**src/rtl/sadc_regs.svh**
```systemverilog
// constants for the serial converter frame and power control
`ifndef SADC_REGS_SVH
`define SADC_REGS_SVH

`define SADC_CODE_W 8
`define SADC_WORD_W 16
`define SADC_LEAD_ZEROS 3
`define SADC_TRAIL_ZEROS 5
`define SADC_CNT_W 5
`define SADC_CNT_MAX 5'h1F
`define SADC_GLITCH_FALLS 5'h02
`define SADC_SHUT_FALLS 5'h0A
`define SADC_FRAME_FALLS 5'h10
`define SADC_TRACK_RISE 5'h0D
`define SADC_FIFO_DEPTH 8

`endif

```
**src/rtl/sadc_pkg.sv**
```systemverilog
// types for the serial converter frame and power control
package sadc_pkg;
  typedef enum logic {
    SADC_NORMAL,
    SADC_SHUTDOWN
  } sadc_mode_t;

  typedef logic [7:0] sadc_code_t;
endpackage

```
**src/rtl/sadc_sync.sv**
```systemverilog
// two-flop synchroniser with edge pulses for one pin
`timescale 1ns/1ps
module sadc_sync (
  input wire logic ref_clk_i,
  input wire logic sys_rst_i,
  input wire logic pin_i,
  input wire logic rst_level_i,
  output logic level_o,
  output logic fall_o,
  output logic rise_o
);
  logic meta_ff;
  logic sync_ff;
  logic prev_ff;

  always_ff @(posedge ref_clk_i) begin
    meta_ff <= pin_i;
    sync_ff <= meta_ff;
    if (sys_rst_i) begin
      prev_ff <= 1'b1;
    end else begin
      prev_ff <= sync_ff;
    end
  end

  assign level_o = sync_ff;
  assign fall_o = prev_ff & ~sync_ff & ~sys_rst_i & ~rst_level_i;
  assign rise_o = ~prev_ff & sync_ff & ~sys_rst_i;
endmodule

```
**src/rtl/sadc_fifo.sv**
```systemverilog
// sample buffer with valid and ready on both sides, registered read data
`timescale 1ns/1ps
module sadc_fifo #(
  parameter int WIDTH = 8,
  parameter int DEPTH = 8
) (
  input wire logic ref_clk_i,
  input wire logic sys_rst_i,
  input wire logic [WIDTH-1:0] in_data_i,
  input wire logic in_valid_i,
  output logic in_ready_o,
  output logic [WIDTH-1:0] out_data_o,
  output logic out_valid_o,
  input wire logic out_ready_i
);
  localparam int AW = $clog2(DEPTH);

  logic [WIDTH-1:0] mem_ff [DEPTH];
  logic [AW-1:0] wr_ptr_ff;
  logic [AW-1:0] rd_ptr_ff;
  logic [AW:0] count_ff;
  logic [WIDTH-1:0] rd_data_ff;
  logic ready_ff;
  logic valid_ff;
  logic push;
  logic pop;
  logic load;
  logic [AW:0] nxt_count;
  logic nxt_valid;
  logic [AW:0] nxt_fill;

  // the head word sits in rd_data_ff; memory holds the rest
  assign push = in_valid_i & ready_ff;
  assign pop = valid_ff & out_ready_i;
  assign load = (count_ff != '0) & (~valid_ff | pop);
  assign nxt_count = count_ff + (AW+1)'(push) - (AW+1)'(load);
  assign nxt_valid = load | (valid_ff & ~pop);
  // the head word counts toward the depth, so at most DEPTH words are held
  assign nxt_fill = nxt_count + (AW+1)'(nxt_valid);

  always_ff @(posedge ref_clk_i) begin
    if (push) begin
      mem_ff[wr_ptr_ff] <= in_data_i;
    end
    if (load) begin
      rd_data_ff <= mem_ff[rd_ptr_ff];
    end
  end

  always_ff @(posedge ref_clk_i) begin
    if (sys_rst_i) begin
      wr_ptr_ff <= '0;
      rd_ptr_ff <= '0;
      count_ff <= '0;
      valid_ff <= 1'b0;
      ready_ff <= 1'b0;
    end else begin
      wr_ptr_ff <= push ? AW'(wr_ptr_ff + 1'b1) : wr_ptr_ff;
      rd_ptr_ff <= load ? AW'(rd_ptr_ff + 1'b1) : rd_ptr_ff;
      count_ff <= nxt_count;
      valid_ff <= nxt_valid;
      ready_ff <= nxt_fill < (AW+1)'(DEPTH);
    end
  end

  assign in_ready_o = ready_ff;
  assign out_data_o = rd_data_ff;
  assign out_valid_o = valid_ff;
endmodule

```
**src/rtl/sadc_ctrl.sv**
```systemverilog
// frame sequencing, power mode and serial output of the 8-bit converter
//
// Overview of operation
// - chip select fall enters normal, starts conversion
// - rise after 2nd, by 10th fall: shutdown
// - rise before 2nd fall keeps mode; code enters shutdown if unpowered
// - rise after 11th, before 16th: abort, stay normal
// - shutdown lasts until next chip select fall
// - wake frame ended by 10th fall: shutdown
// - full power after 16 clocks of wake
// - first conversion after wake is invalid
// - output released after sixteen serial clocks
// - result is straight binary code
// - three zeros, eight bits msb first, zeros
// - hold on select fall, track at 13th rise
// - release at 16th fall or select rise
`timescale 1ns/1ps
`include "sadc_regs.svh"
module sadc_ctrl #(
  parameter int CODE_W = `SADC_CODE_W,
  parameter int FIFO_DEPTH = `SADC_FIFO_DEPTH
) (
  input wire logic ref_clk_i,
  input wire logic sys_rst_i,
  input wire logic cs_n_i,
  input wire logic sclk_i,
  input wire sadc_pkg::sadc_code_t sample_i,
  input wire logic sample_valid_i,
  output logic sample_ready_o,
  output logic serial_result_out_o,
  output logic serial_result_oe_o,
  output logic shutdown_o,
  output logic powered_o,
  output logic track_o,
  output logic result_valid_o
);
  import sadc_pkg::*;

  ////////////////////////////////////////////////////////////////////////////
  // pin synchronisers and sample buffer

  logic cs_lvl;
  logic cs_fall;
  logic cs_rise;
  logic sclk_fall;
  logic sclk_rise;
  sadc_code_t buf_data;
  logic buf_valid;

  sadc_sync u_cs_sync (
    .ref_clk_i(ref_clk_i),
    .sys_rst_i(sys_rst_i),
    .pin_i(cs_n_i),
    .rst_level_i(1'b0),
    .level_o(cs_lvl),
    .fall_o(cs_fall),
    .rise_o(cs_rise)
  );

  sadc_sync u_sclk_sync (
    .ref_clk_i(ref_clk_i),
    .sys_rst_i(sys_rst_i),
    .pin_i(sclk_i),
    .rst_level_i(cs_lvl),
    .level_o(),
    .fall_o(sclk_fall),
    .rise_o(sclk_rise)
  );

  sadc_fifo #(
    .WIDTH(CODE_W),
    .DEPTH(FIFO_DEPTH)
  ) u_fifo (
    .ref_clk_i(ref_clk_i),
    .sys_rst_i(sys_rst_i),
    .in_data_i(sample_i),
    .in_valid_i(sample_valid_i),
    .in_ready_o(sample_ready_o),
    .out_data_o(buf_data),
    .out_valid_o(buf_valid),
    .out_ready_i(cs_fall)
  );

  ////////////////////////////////////////////////////////////////////////////
  // frame state

  sadc_mode_t mode_ff;
  logic active_ff;
  logic wake_ff;
  logic warm_ff;
  logic powered_ff;
  logic track_ff;
  logic oe_ff;
  logic valid_ff;
  logic [`SADC_CNT_W-1:0] fall_cnt_ff;
  logic [`SADC_CNT_W-1:0] rise_cnt_ff;
  logic [`SADC_WORD_W-1:0] shift_ff;

  logic [`SADC_CNT_W-1:0] nxt_fall_cnt;
  logic [`SADC_CNT_W-1:0] nxt_rise_cnt;
  logic end_rise;
  logic early_rise;
  logic shut_rise;
  logic done_fall;
  logic wake_full;
  sadc_code_t conv_code;

  function automatic logic [`SADC_CNT_W-1:0] sat_inc(input logic [`SADC_CNT_W-1:0] v);
    sat_inc = (v == `SADC_CNT_MAX) ? v : `SADC_CNT_W'(v + 1'b1);
  endfunction

  assign nxt_fall_cnt = sat_inc(fall_cnt_ff);
  assign nxt_rise_cnt = sat_inc(rise_cnt_ff);
  assign end_rise = cs_rise & active_ff;
  assign early_rise = end_rise & (fall_cnt_ff < `SADC_GLITCH_FALLS);
  assign shut_rise = end_rise & ~early_rise & (fall_cnt_ff <= `SADC_SHUT_FALLS);
  assign done_fall = active_ff & sclk_fall & (nxt_fall_cnt == `SADC_FRAME_FALLS);
  assign wake_full = done_fall & wake_ff;
  // an empty buffer converts as code zero
  assign conv_code = buf_valid ? buf_data : '0;

  ////////////////////////////////////////////////////////////////////////////
  // mode and power

  always_ff @(posedge ref_clk_i) begin
    if (sys_rst_i) begin
      mode_ff <= SADC_NORMAL;
      wake_ff <= 1'b0;
      powered_ff <= 1'b0;
      warm_ff <= 1'b0;
    end else if (cs_fall) begin
      mode_ff <= SADC_NORMAL;
      wake_ff <= (mode_ff == SADC_SHUTDOWN) | ~powered_ff;
    end else if (shut_rise | (early_rise & wake_ff)) begin
      mode_ff <= SADC_SHUTDOWN;
      wake_ff <= 1'b0;
      powered_ff <= 1'b0;
      warm_ff <= 1'b0;
    end else if (wake_full) begin
      wake_ff <= 1'b0;
      powered_ff <= 1'b1;
    end else if (done_fall | (end_rise & ~early_rise)) begin
      warm_ff <= powered_ff | wake_ff;
    end
  end

  ////////////////////////////////////////////////////////////////////////////
  // edge counting and serial output

  always_ff @(posedge ref_clk_i) begin
    if (sys_rst_i) begin
      active_ff <= 1'b0;
      fall_cnt_ff <= '0;
      rise_cnt_ff <= '0;
    end else if (cs_fall) begin
      active_ff <= 1'b1;
      fall_cnt_ff <= '0;
      rise_cnt_ff <= '0;
    end else if (cs_rise) begin
      active_ff <= 1'b0;
      fall_cnt_ff <= '0;
      rise_cnt_ff <= '0;
    end else if (active_ff) begin
      fall_cnt_ff <= sclk_fall ? nxt_fall_cnt : fall_cnt_ff;
      rise_cnt_ff <= sclk_rise ? nxt_rise_cnt : rise_cnt_ff;
    end
  end

  always_ff @(posedge ref_clk_i) begin
    if (sys_rst_i) begin
      shift_ff <= '0;
      oe_ff <= 1'b0;
      track_ff <= 1'b1;
      valid_ff <= 1'b0;
    end else if (cs_fall) begin
      shift_ff <= {`SADC_LEAD_ZEROS'(0), conv_code, `SADC_TRAIL_ZEROS'(0)};
      oe_ff <= 1'b1;
      track_ff <= 1'b0;
      valid_ff <= warm_ff & (mode_ff == SADC_NORMAL);
    end else if (cs_rise) begin
      oe_ff <= 1'b0;
      track_ff <= 1'b1;
    end else if (active_ff) begin
      if (sclk_fall) begin
        shift_ff <= {shift_ff[`SADC_WORD_W-2:0], 1'b0};
      end
      if (done_fall) begin
        oe_ff <= 1'b0;
      end
      if (sclk_rise & (nxt_rise_cnt == `SADC_TRACK_RISE)) begin
        track_ff <= 1'b1;
      end
    end
  end

  assign serial_result_out_o = shift_ff[`SADC_WORD_W-1];
  assign serial_result_oe_o = oe_ff;
  assign shutdown_o = (mode_ff == SADC_SHUTDOWN);
  assign powered_o = powered_ff;
  assign track_o = track_ff;
  assign result_valid_o = valid_ff;
endmodule

```
**config.mk**
```make
export PLATFORM = sky130hd
export DESIGN_NAME = sadc_ctrl
export DESIGN_NICKNAME = d
export VERILOG_FILES = /design/src/rtl/sadc_pkg.sv /design/src/rtl/sadc_sync.sv /design/src/rtl/sadc_fifo.sv /design/src/rtl/sadc_ctrl.sv
export VERILOG_INCLUDE_DIRS = /design/src /design/src/rtl
export SDC_FILE = /design/constraint.sdc
export NUM_CORES = 1
export LEC_CHECK = 0
export BUFFER_PORTS_ARGS = -buffer_cell sky130_fd_sc_hd__clkbuf_2
export CELL_PAD_IN_SITES_DETAIL_PLACEMENT = 0
export CELL_PAD_IN_SITES_GLOBAL_PLACEMENT = 2
export CORE_ASPECT_RATIO = 1.75
export CORE_MARGIN = 2
export CORE_UTILIZATION = 40
export DETAILED_ROUTE_END_ITERATION = 16
export PLACE_DENSITY_LB_ADDON = 0.1
export SYNTH_ARGS = -nofsm -noshare
export SYNTH_HDL_FRONTEND = slang
export SYNTH_SLANG_ARGS = --single-unit
```
**constraint.sdc**
```tcl
create_clock -name ref_clk_i -period 3.36 [get_ports ref_clk_i]
set_clock_uncertainty 0.15 [all_clocks]
set_input_delay 0.168 -clock ref_clk_i [delete_from_list [all_inputs] [get_ports ref_clk_i]]
set_output_delay 0.168 -clock ref_clk_i [all_outputs]
set_load 0.05 [all_outputs]
```
; Word level (Yosys, flattened, before mapping)
; Memory sizes are Yosys's and may differ from the RTL's. A register that Yosys moved wholly into a read port is not among the register bits.
; Cells that the tools add are included.
[word_totals]
regBits = 47
mem_bits_rw = 64
inputBits = 13
wordCells = 128
n_memories = 1
[mem_list]
columns = memory, words, width, rd, rd_ports_with_merged_regs, write_ports, line
row1 = u_fifo.mem_ff, 8, 8, 1, 1, 1, sadc_fifo.sv:18  ; logic [WIDTH-1:0] mem_ff [DEPTH];
[op_classes]
add_sub_neg = 7
magnitude_cmp = 3
n_eq_ne = 6
muxes = 27
bitwise = 41
n_reduce_logical = 20
[ops]
columns = op, count
row1 = 13-bit two-way mux, 4
row2 = 1-bit bitwise AND, 23
row3 = 1-bit two-way mux, 20
row4 = 5-bit equality test (second input constant), 3
row5 = 1-bit NOT, 12
row6 = 3-bit nonzero test, 4
row7 = 5-bit by 1-bit adder with 5-bit output (second input constant), 2
row8 = 5-bit two-way mux, 2
row9 = 2-bit AND reduction, 5
row10 = 2-bit nonzero test, 5
row11 = 3-bit AND reduction, 3
row12 = 4-bit by 1-bit adder with 4-bit output, 2
row13 = 8-bit two-way mux, 1
row14 = 3-bit by 1-bit adder with 3-bit output (second input constant), 2
row15 = 1-bit bitwise OR, 6
row16 = 5-bit by 4-bit equality test with 1-bit output (second input constant), 1
row17 = 5-bit by 4-bit <= comparator with 1-bit output (second input constant), 1
row18 = 5-bit by 2-bit < comparator with 1-bit output (second input constant), 1
row19 = 4-bit < comparator (second input constant), 1
row20 = 2-bit by 1-bit inequality test with 1-bit output (second input constant), 2
row21 = 4-bit nonzero test, 1
row22 = 4-bit by 1-bit subtractor with 4-bit output, 1
row23 = 3-bit OR reduction, 1
row24 = 2-bit OR reduction, 1

; Longest topological paths before layout
[depth]
depth_word = 11
depth_mapped = 13

; Cells and area by module
; Synthesis repeated with hierarchy kept, for this count alone.
[hier_totals]
cells_unflattened = 345
area_unflattened_um2 = 4932.2
[modules_own_cells]
columns = mod, n_inst, cells_per_inst, area_per_inst_um2, seq_area_each_um2
row1 = sadc_fifo, 1, 173, 3350.7, 2402.3
row2 = sadc_ctrl, 1, 160, 1403.8, 580.6
row3 = sadc_sync, 2, 6, 88.8, 60.1

; Worst setup path after synthesis
; No wires, ideal clock.
[synth_path]
kind = register -> register
start = register u_cs_sync.sync_ff, in the netlist u_cs_sync.level_o
end = register u_fifo.ready_ff, in the netlist u_fifo.in_ready_o
t_arrival_ns = 2.907
required_ns = 3.082
setup_slack_ns = 0.176
path_stages_with_launch = 12
path_buffers = 0
period_less_slack_ns = 3.184
path_cell_list = dfxtp_1 -> or3b_2 -> a21oi_1 -> ha_1 -> inv_1 -> ha_1 -> fa_1 -> xor2_1 -> nand3_1 -> a21oi_1 -> xnor2_1 -> nor2_1
[synth_between]
elab_chain_cells = 9
[synth_lines]
columns = item, line
row1 = start: declaration, sadc_sync.sv:13  ; logic sync_ff;
row2 = start signal: assignment, sadc_sync.sv:18  ; sync_ff <= meta_ff;
row3 = 1-bit NOT *, sadc_sync.sv:27  ; assign fall_o = prev_ff & ~sync_ff & ~sys_rst_i & ~rst_level_i;
row4 = 1-bit bitwise AND * (2 in series), sadc_sync.sv:27
row5 = 1-bit bitwise AND *, sadc_fifo.sv:34  ; assign pop = valid_ff & out_ready_i;
row6 = 1-bit bitwise OR *, sadc_fifo.sv:35  ; assign load = (count_ff != '0) & (~valid_ff | pop);
row7 = 1-bit bitwise AND *, sadc_fifo.sv:35
row8 = net u_fifo.load, sadc_fifo.sv:27  ; logic load;
row9 = 4-bit by 1-bit subtractor with 4-bit output / 1-bit bitwise OR (equally long branches), "sadc_fifo.sv:36, sadc_fifo.sv:37"
row10 = 4-bit by 1-bit adder with 4-bit output *, sadc_fifo.sv:39  ; assign nxt_fill = nxt_count + (AW+1)'(nxt_valid);
row11 = 4-bit < comparator *, sadc_fifo.sv:62  ; ready_ff <= nxt_fill < (AW+1)'(DEPTH);
row12 = end signal: assignment, sadc_fifo.sv:62
row13 = end: declaration, sadc_fifo.sv:23  ; logic ready_ff;
; Mark *: on every way through the listed nets, which the timed path passes. The rest lies on a longest branch.
; A chain may end at the register's enable or synchronous reset.

; Worst setup path in the final report
; Same ends and word-level chain as after synthesis.

==> flow_summary.json <==
{
  "worstSkewPairLatency_ps": 400,
  "grt_pass1_wl_um": 15100,
  "clockBufferDepth": 2,
  "switching_share": 0.248,
  "first_global_vias": 2942,
  "cts_hold_buf": 11,
  "ys.flop_type": "edfxtp_1",
  "min_path_cells": 3,
  "cp-start-kind": "flop",
  "synth_top_area_share": 0.451,
  "initial_core_util": 0.411,
  "worstPathRequired_ps": 3490,
  "intPower_uw": 3320,
  "rsz0062_at_grt": "false",
  "synth_area_um2": 4790,
  "vdd_drop_max_mv": 0.407,
  "netlist_top_cells_area": "edfxtp_1 (45%), dfxtp_1 (20%), mux4_2 (7.5%), mux2i_1 (3.1%), ha_1 (2.4%)",
  "fin_crit_ps": 2750,
  "outcome": "finished, final reports clean",
  "crit_arrival_ps": 2880,
  "area_growth_pct": 20.6,
  "hpwlAfterDp_um": 6210,
  "hold_viol": 0,
  "crit_chain": "or3b_2, a21oi_1, ha_1, inv_1, ha_1, fa_1, xor2_1, nand3_1, a21oi_1, xnor2_1, nor2_1",
  "netlist_top_cells_count": "edfxtp_1 (72), dfxtp_1 (47), nor2_1 (25), a21oi_1 (19)",
  "insertedDiodeCount": 0,
  "clkPwrFrac": 0.420,
  "setup_viol_count_final": 0,
  "synth_top_cell_by_area": "edfxtp_1",
  "routed_wirelength_um": 9270,
  "wl_met2_um": 5430,
  "cap_violations": 0,
  "syn-num-nets": 358,
  "viasPerCell": 5.23,
  "drive_gt1_frac": 0.226,
  "row_count": 52,
  "port_buffers": 19,
  "ys.warnings.count": 0,
  "crit_path_max_fanout": 6,
  "synthArstFlopShare": 0,
  "gr-total-overflow": 0,
  "grt_max_degree": 36,
  "yosysMostFrequentCell": "edfxtp_1",
  "dieWidth_um": 86.7,
  "postCtsSetupBuffers": 0,
  "cts_resized": 0,
  "hold_path_class": "input port to flop",
  "cpPeakStageDelay_ps": 500,
  "power_density_nw_per_um2": 764,
  "fin_crit_sh": 0.818,
  "drc": 0,
  "dp.cells": 482,
  "avgSynthCellArea_um2": 14.3,
  "grt_antenna_before_repair": 0,
  "place_congestion": 0.753,
  "critPathKind": "flop to flop",
  "h-tree-depth": 4,
  "cts-root-buf": "clkbuf_16",
  "cts_buffers": 17,
  "reg2reg_depth": 11,
  "finalSetupTns_ps": 0,
  "timing.fmax_mhz": 364,
  "top_layer": "met4",
  "seqPwrFrac": 0.409,
  "ys_types": 46,
  "power_switching_uw": 1090,
  "die-area_um2": 12900,
  "drt_first_pass_iters": 4,
  "final_nets": 400,
  "die_y_um": 149,
  "layout.cells.non_filler": 524,
  "crit_path_top_delay_cell": "or3b_2",
  "clk_pin_slew_ps": 50,
  "final_max_slew_viol_count": 0,
  "core-area_um2": 11600,
  "ioPinCount": 20,
  "timing.slew.headroom": 0.383,
  "wl_met1_um": 3490,
  "synthCells": 335,
  "synth-edff-count": 72,
  "cts.sink_count": 119,
  "ys_seq_area_frac": 0.648,
  "grt_util_all_layers": 0.160,
  "synth_seq_cells": 119,
  "wire_per_inst_um": 17.7,
  "route.met3.wl_um": 147,
  "p_leak_uw": 0.00202,
  "cts_tree": "yes",
  "end_kind": "flop",
  "drt-initial-drc-count": 88,
  "dr_total_vias": 2741,
  "ant_nets": 0,
  "worst_slew_pin_slew_ps": 922,
  "comb_power_share": 0.171
}
## area by class of cell
| class | count | area, µm² |
|---|---|---|
| multi-input combinational | 193 | 1600 |
| clock inverter | 14 | 184 |
| sequential | 119 | 3100 |
| inverter | 7 | 26.3 |
| clock buffer | 17 | 425 |
| tap | 135 | 169 |
| fill | 1024 | 5870 |
| timing repair buffer | 39 | 273 |
## layout by cell type, fill, tap and decap left out, types with 11 or more instances in the layout
master,instances
mux4_2,16
clkbuf_16,17
a21oi_1,19
edfxtp_1,72
nand2_1,16
dfxtp_1,47
nor3_1,12
dlygate4sd3_1,11
mux2i_1,15
nor2_1,25
clkbuf_2,19
## worst max-delay path: cells and delay by family (launching register included)
family | cells | cell delay, ps
AOI/OAI and AO/OA | 2 | 390
and+or+nand+nor | 3 | 640
DFF | 1 | 360
xor gates and xnor gates | 2 | 310
adders and majority gates | 3 | 730
buffers and inverters | 1 | 40
## power groups by stage
stage                     Combinational (µW)  Clock, µW  Sequential, µW
after detailed placement                 757          0            1840
after global placement                   747          0            1840
final                                    756       1850            1800
after floorplan                          595          0            1800
after CTS                                780       1900            1810
after global routing                     849       1960            1820
## sequential cells by signal, summed over array words and instances, names as in the netlist, 3 cells and up
name / count
u_fifo.count_ff: 4
rise_cnt_ff: 5
u_fifo.rd_ptr_ff: 3
shift_ff: 11
u_fifo.wr_ptr_ff: 3
u_fifo.out_data_o: 8
u_fifo.mem_ff: 64
fall_cnt_ff: 5
## per-stage QoR
stage	util	instance area [µm²]	hold slack (ps)	power, µW	setup WS [ps]
floorplan	-	4790	45.7	2390	176
global placement	0.434	5060	127	2580	628
detailed placement	0.434	5060	127	2590	610
CTS	0.496	5780	137	4490	590
global route	0.496	5780	153	4630	436
finish	0.496	5780	127	4410	613
## per-layer routing
layer | track usage | vias to the layer above
li1 | - | 1355
met1 | 0.158 | 1342
met2 | 0.310 | 28
met3 | 0.0349 | 16
met4 | 0.0703 | 0
met5 | 0 | -
## worst paths after layout
check	start	to	slack [ps]
worst max-delay path	u_cs_sync.level_o$_DFF_P_	u_fifo.in_ready_o$_SDFF_PP0_	610
worst min-delay path	sys_rst_i	u_fifo.in_ready_o$_SDFF_PP0_	130
worst max register to register	u_cs_sync.level_o$_DFF_P_	u_fifo.in_ready_o$_SDFF_PP0_	610
worst min register to register	u_cs_sync.meta_ff$_DFF_P_	u_cs_sync.level_o$_DFF_P_	180
## kinds of logic after synthesis
family                   synth area share
multiplexers                        0.125
AO/OA/AOI/OAI                      0.0585
flip-flops                          0.648
XOR/XNOR                           0.0165
adder cells (fa/ha/maj)            0.0277
AND/OR/NAND/NOR                     0.106
buffers and inverters              0.0188
(Power assumes the default switching activity.)
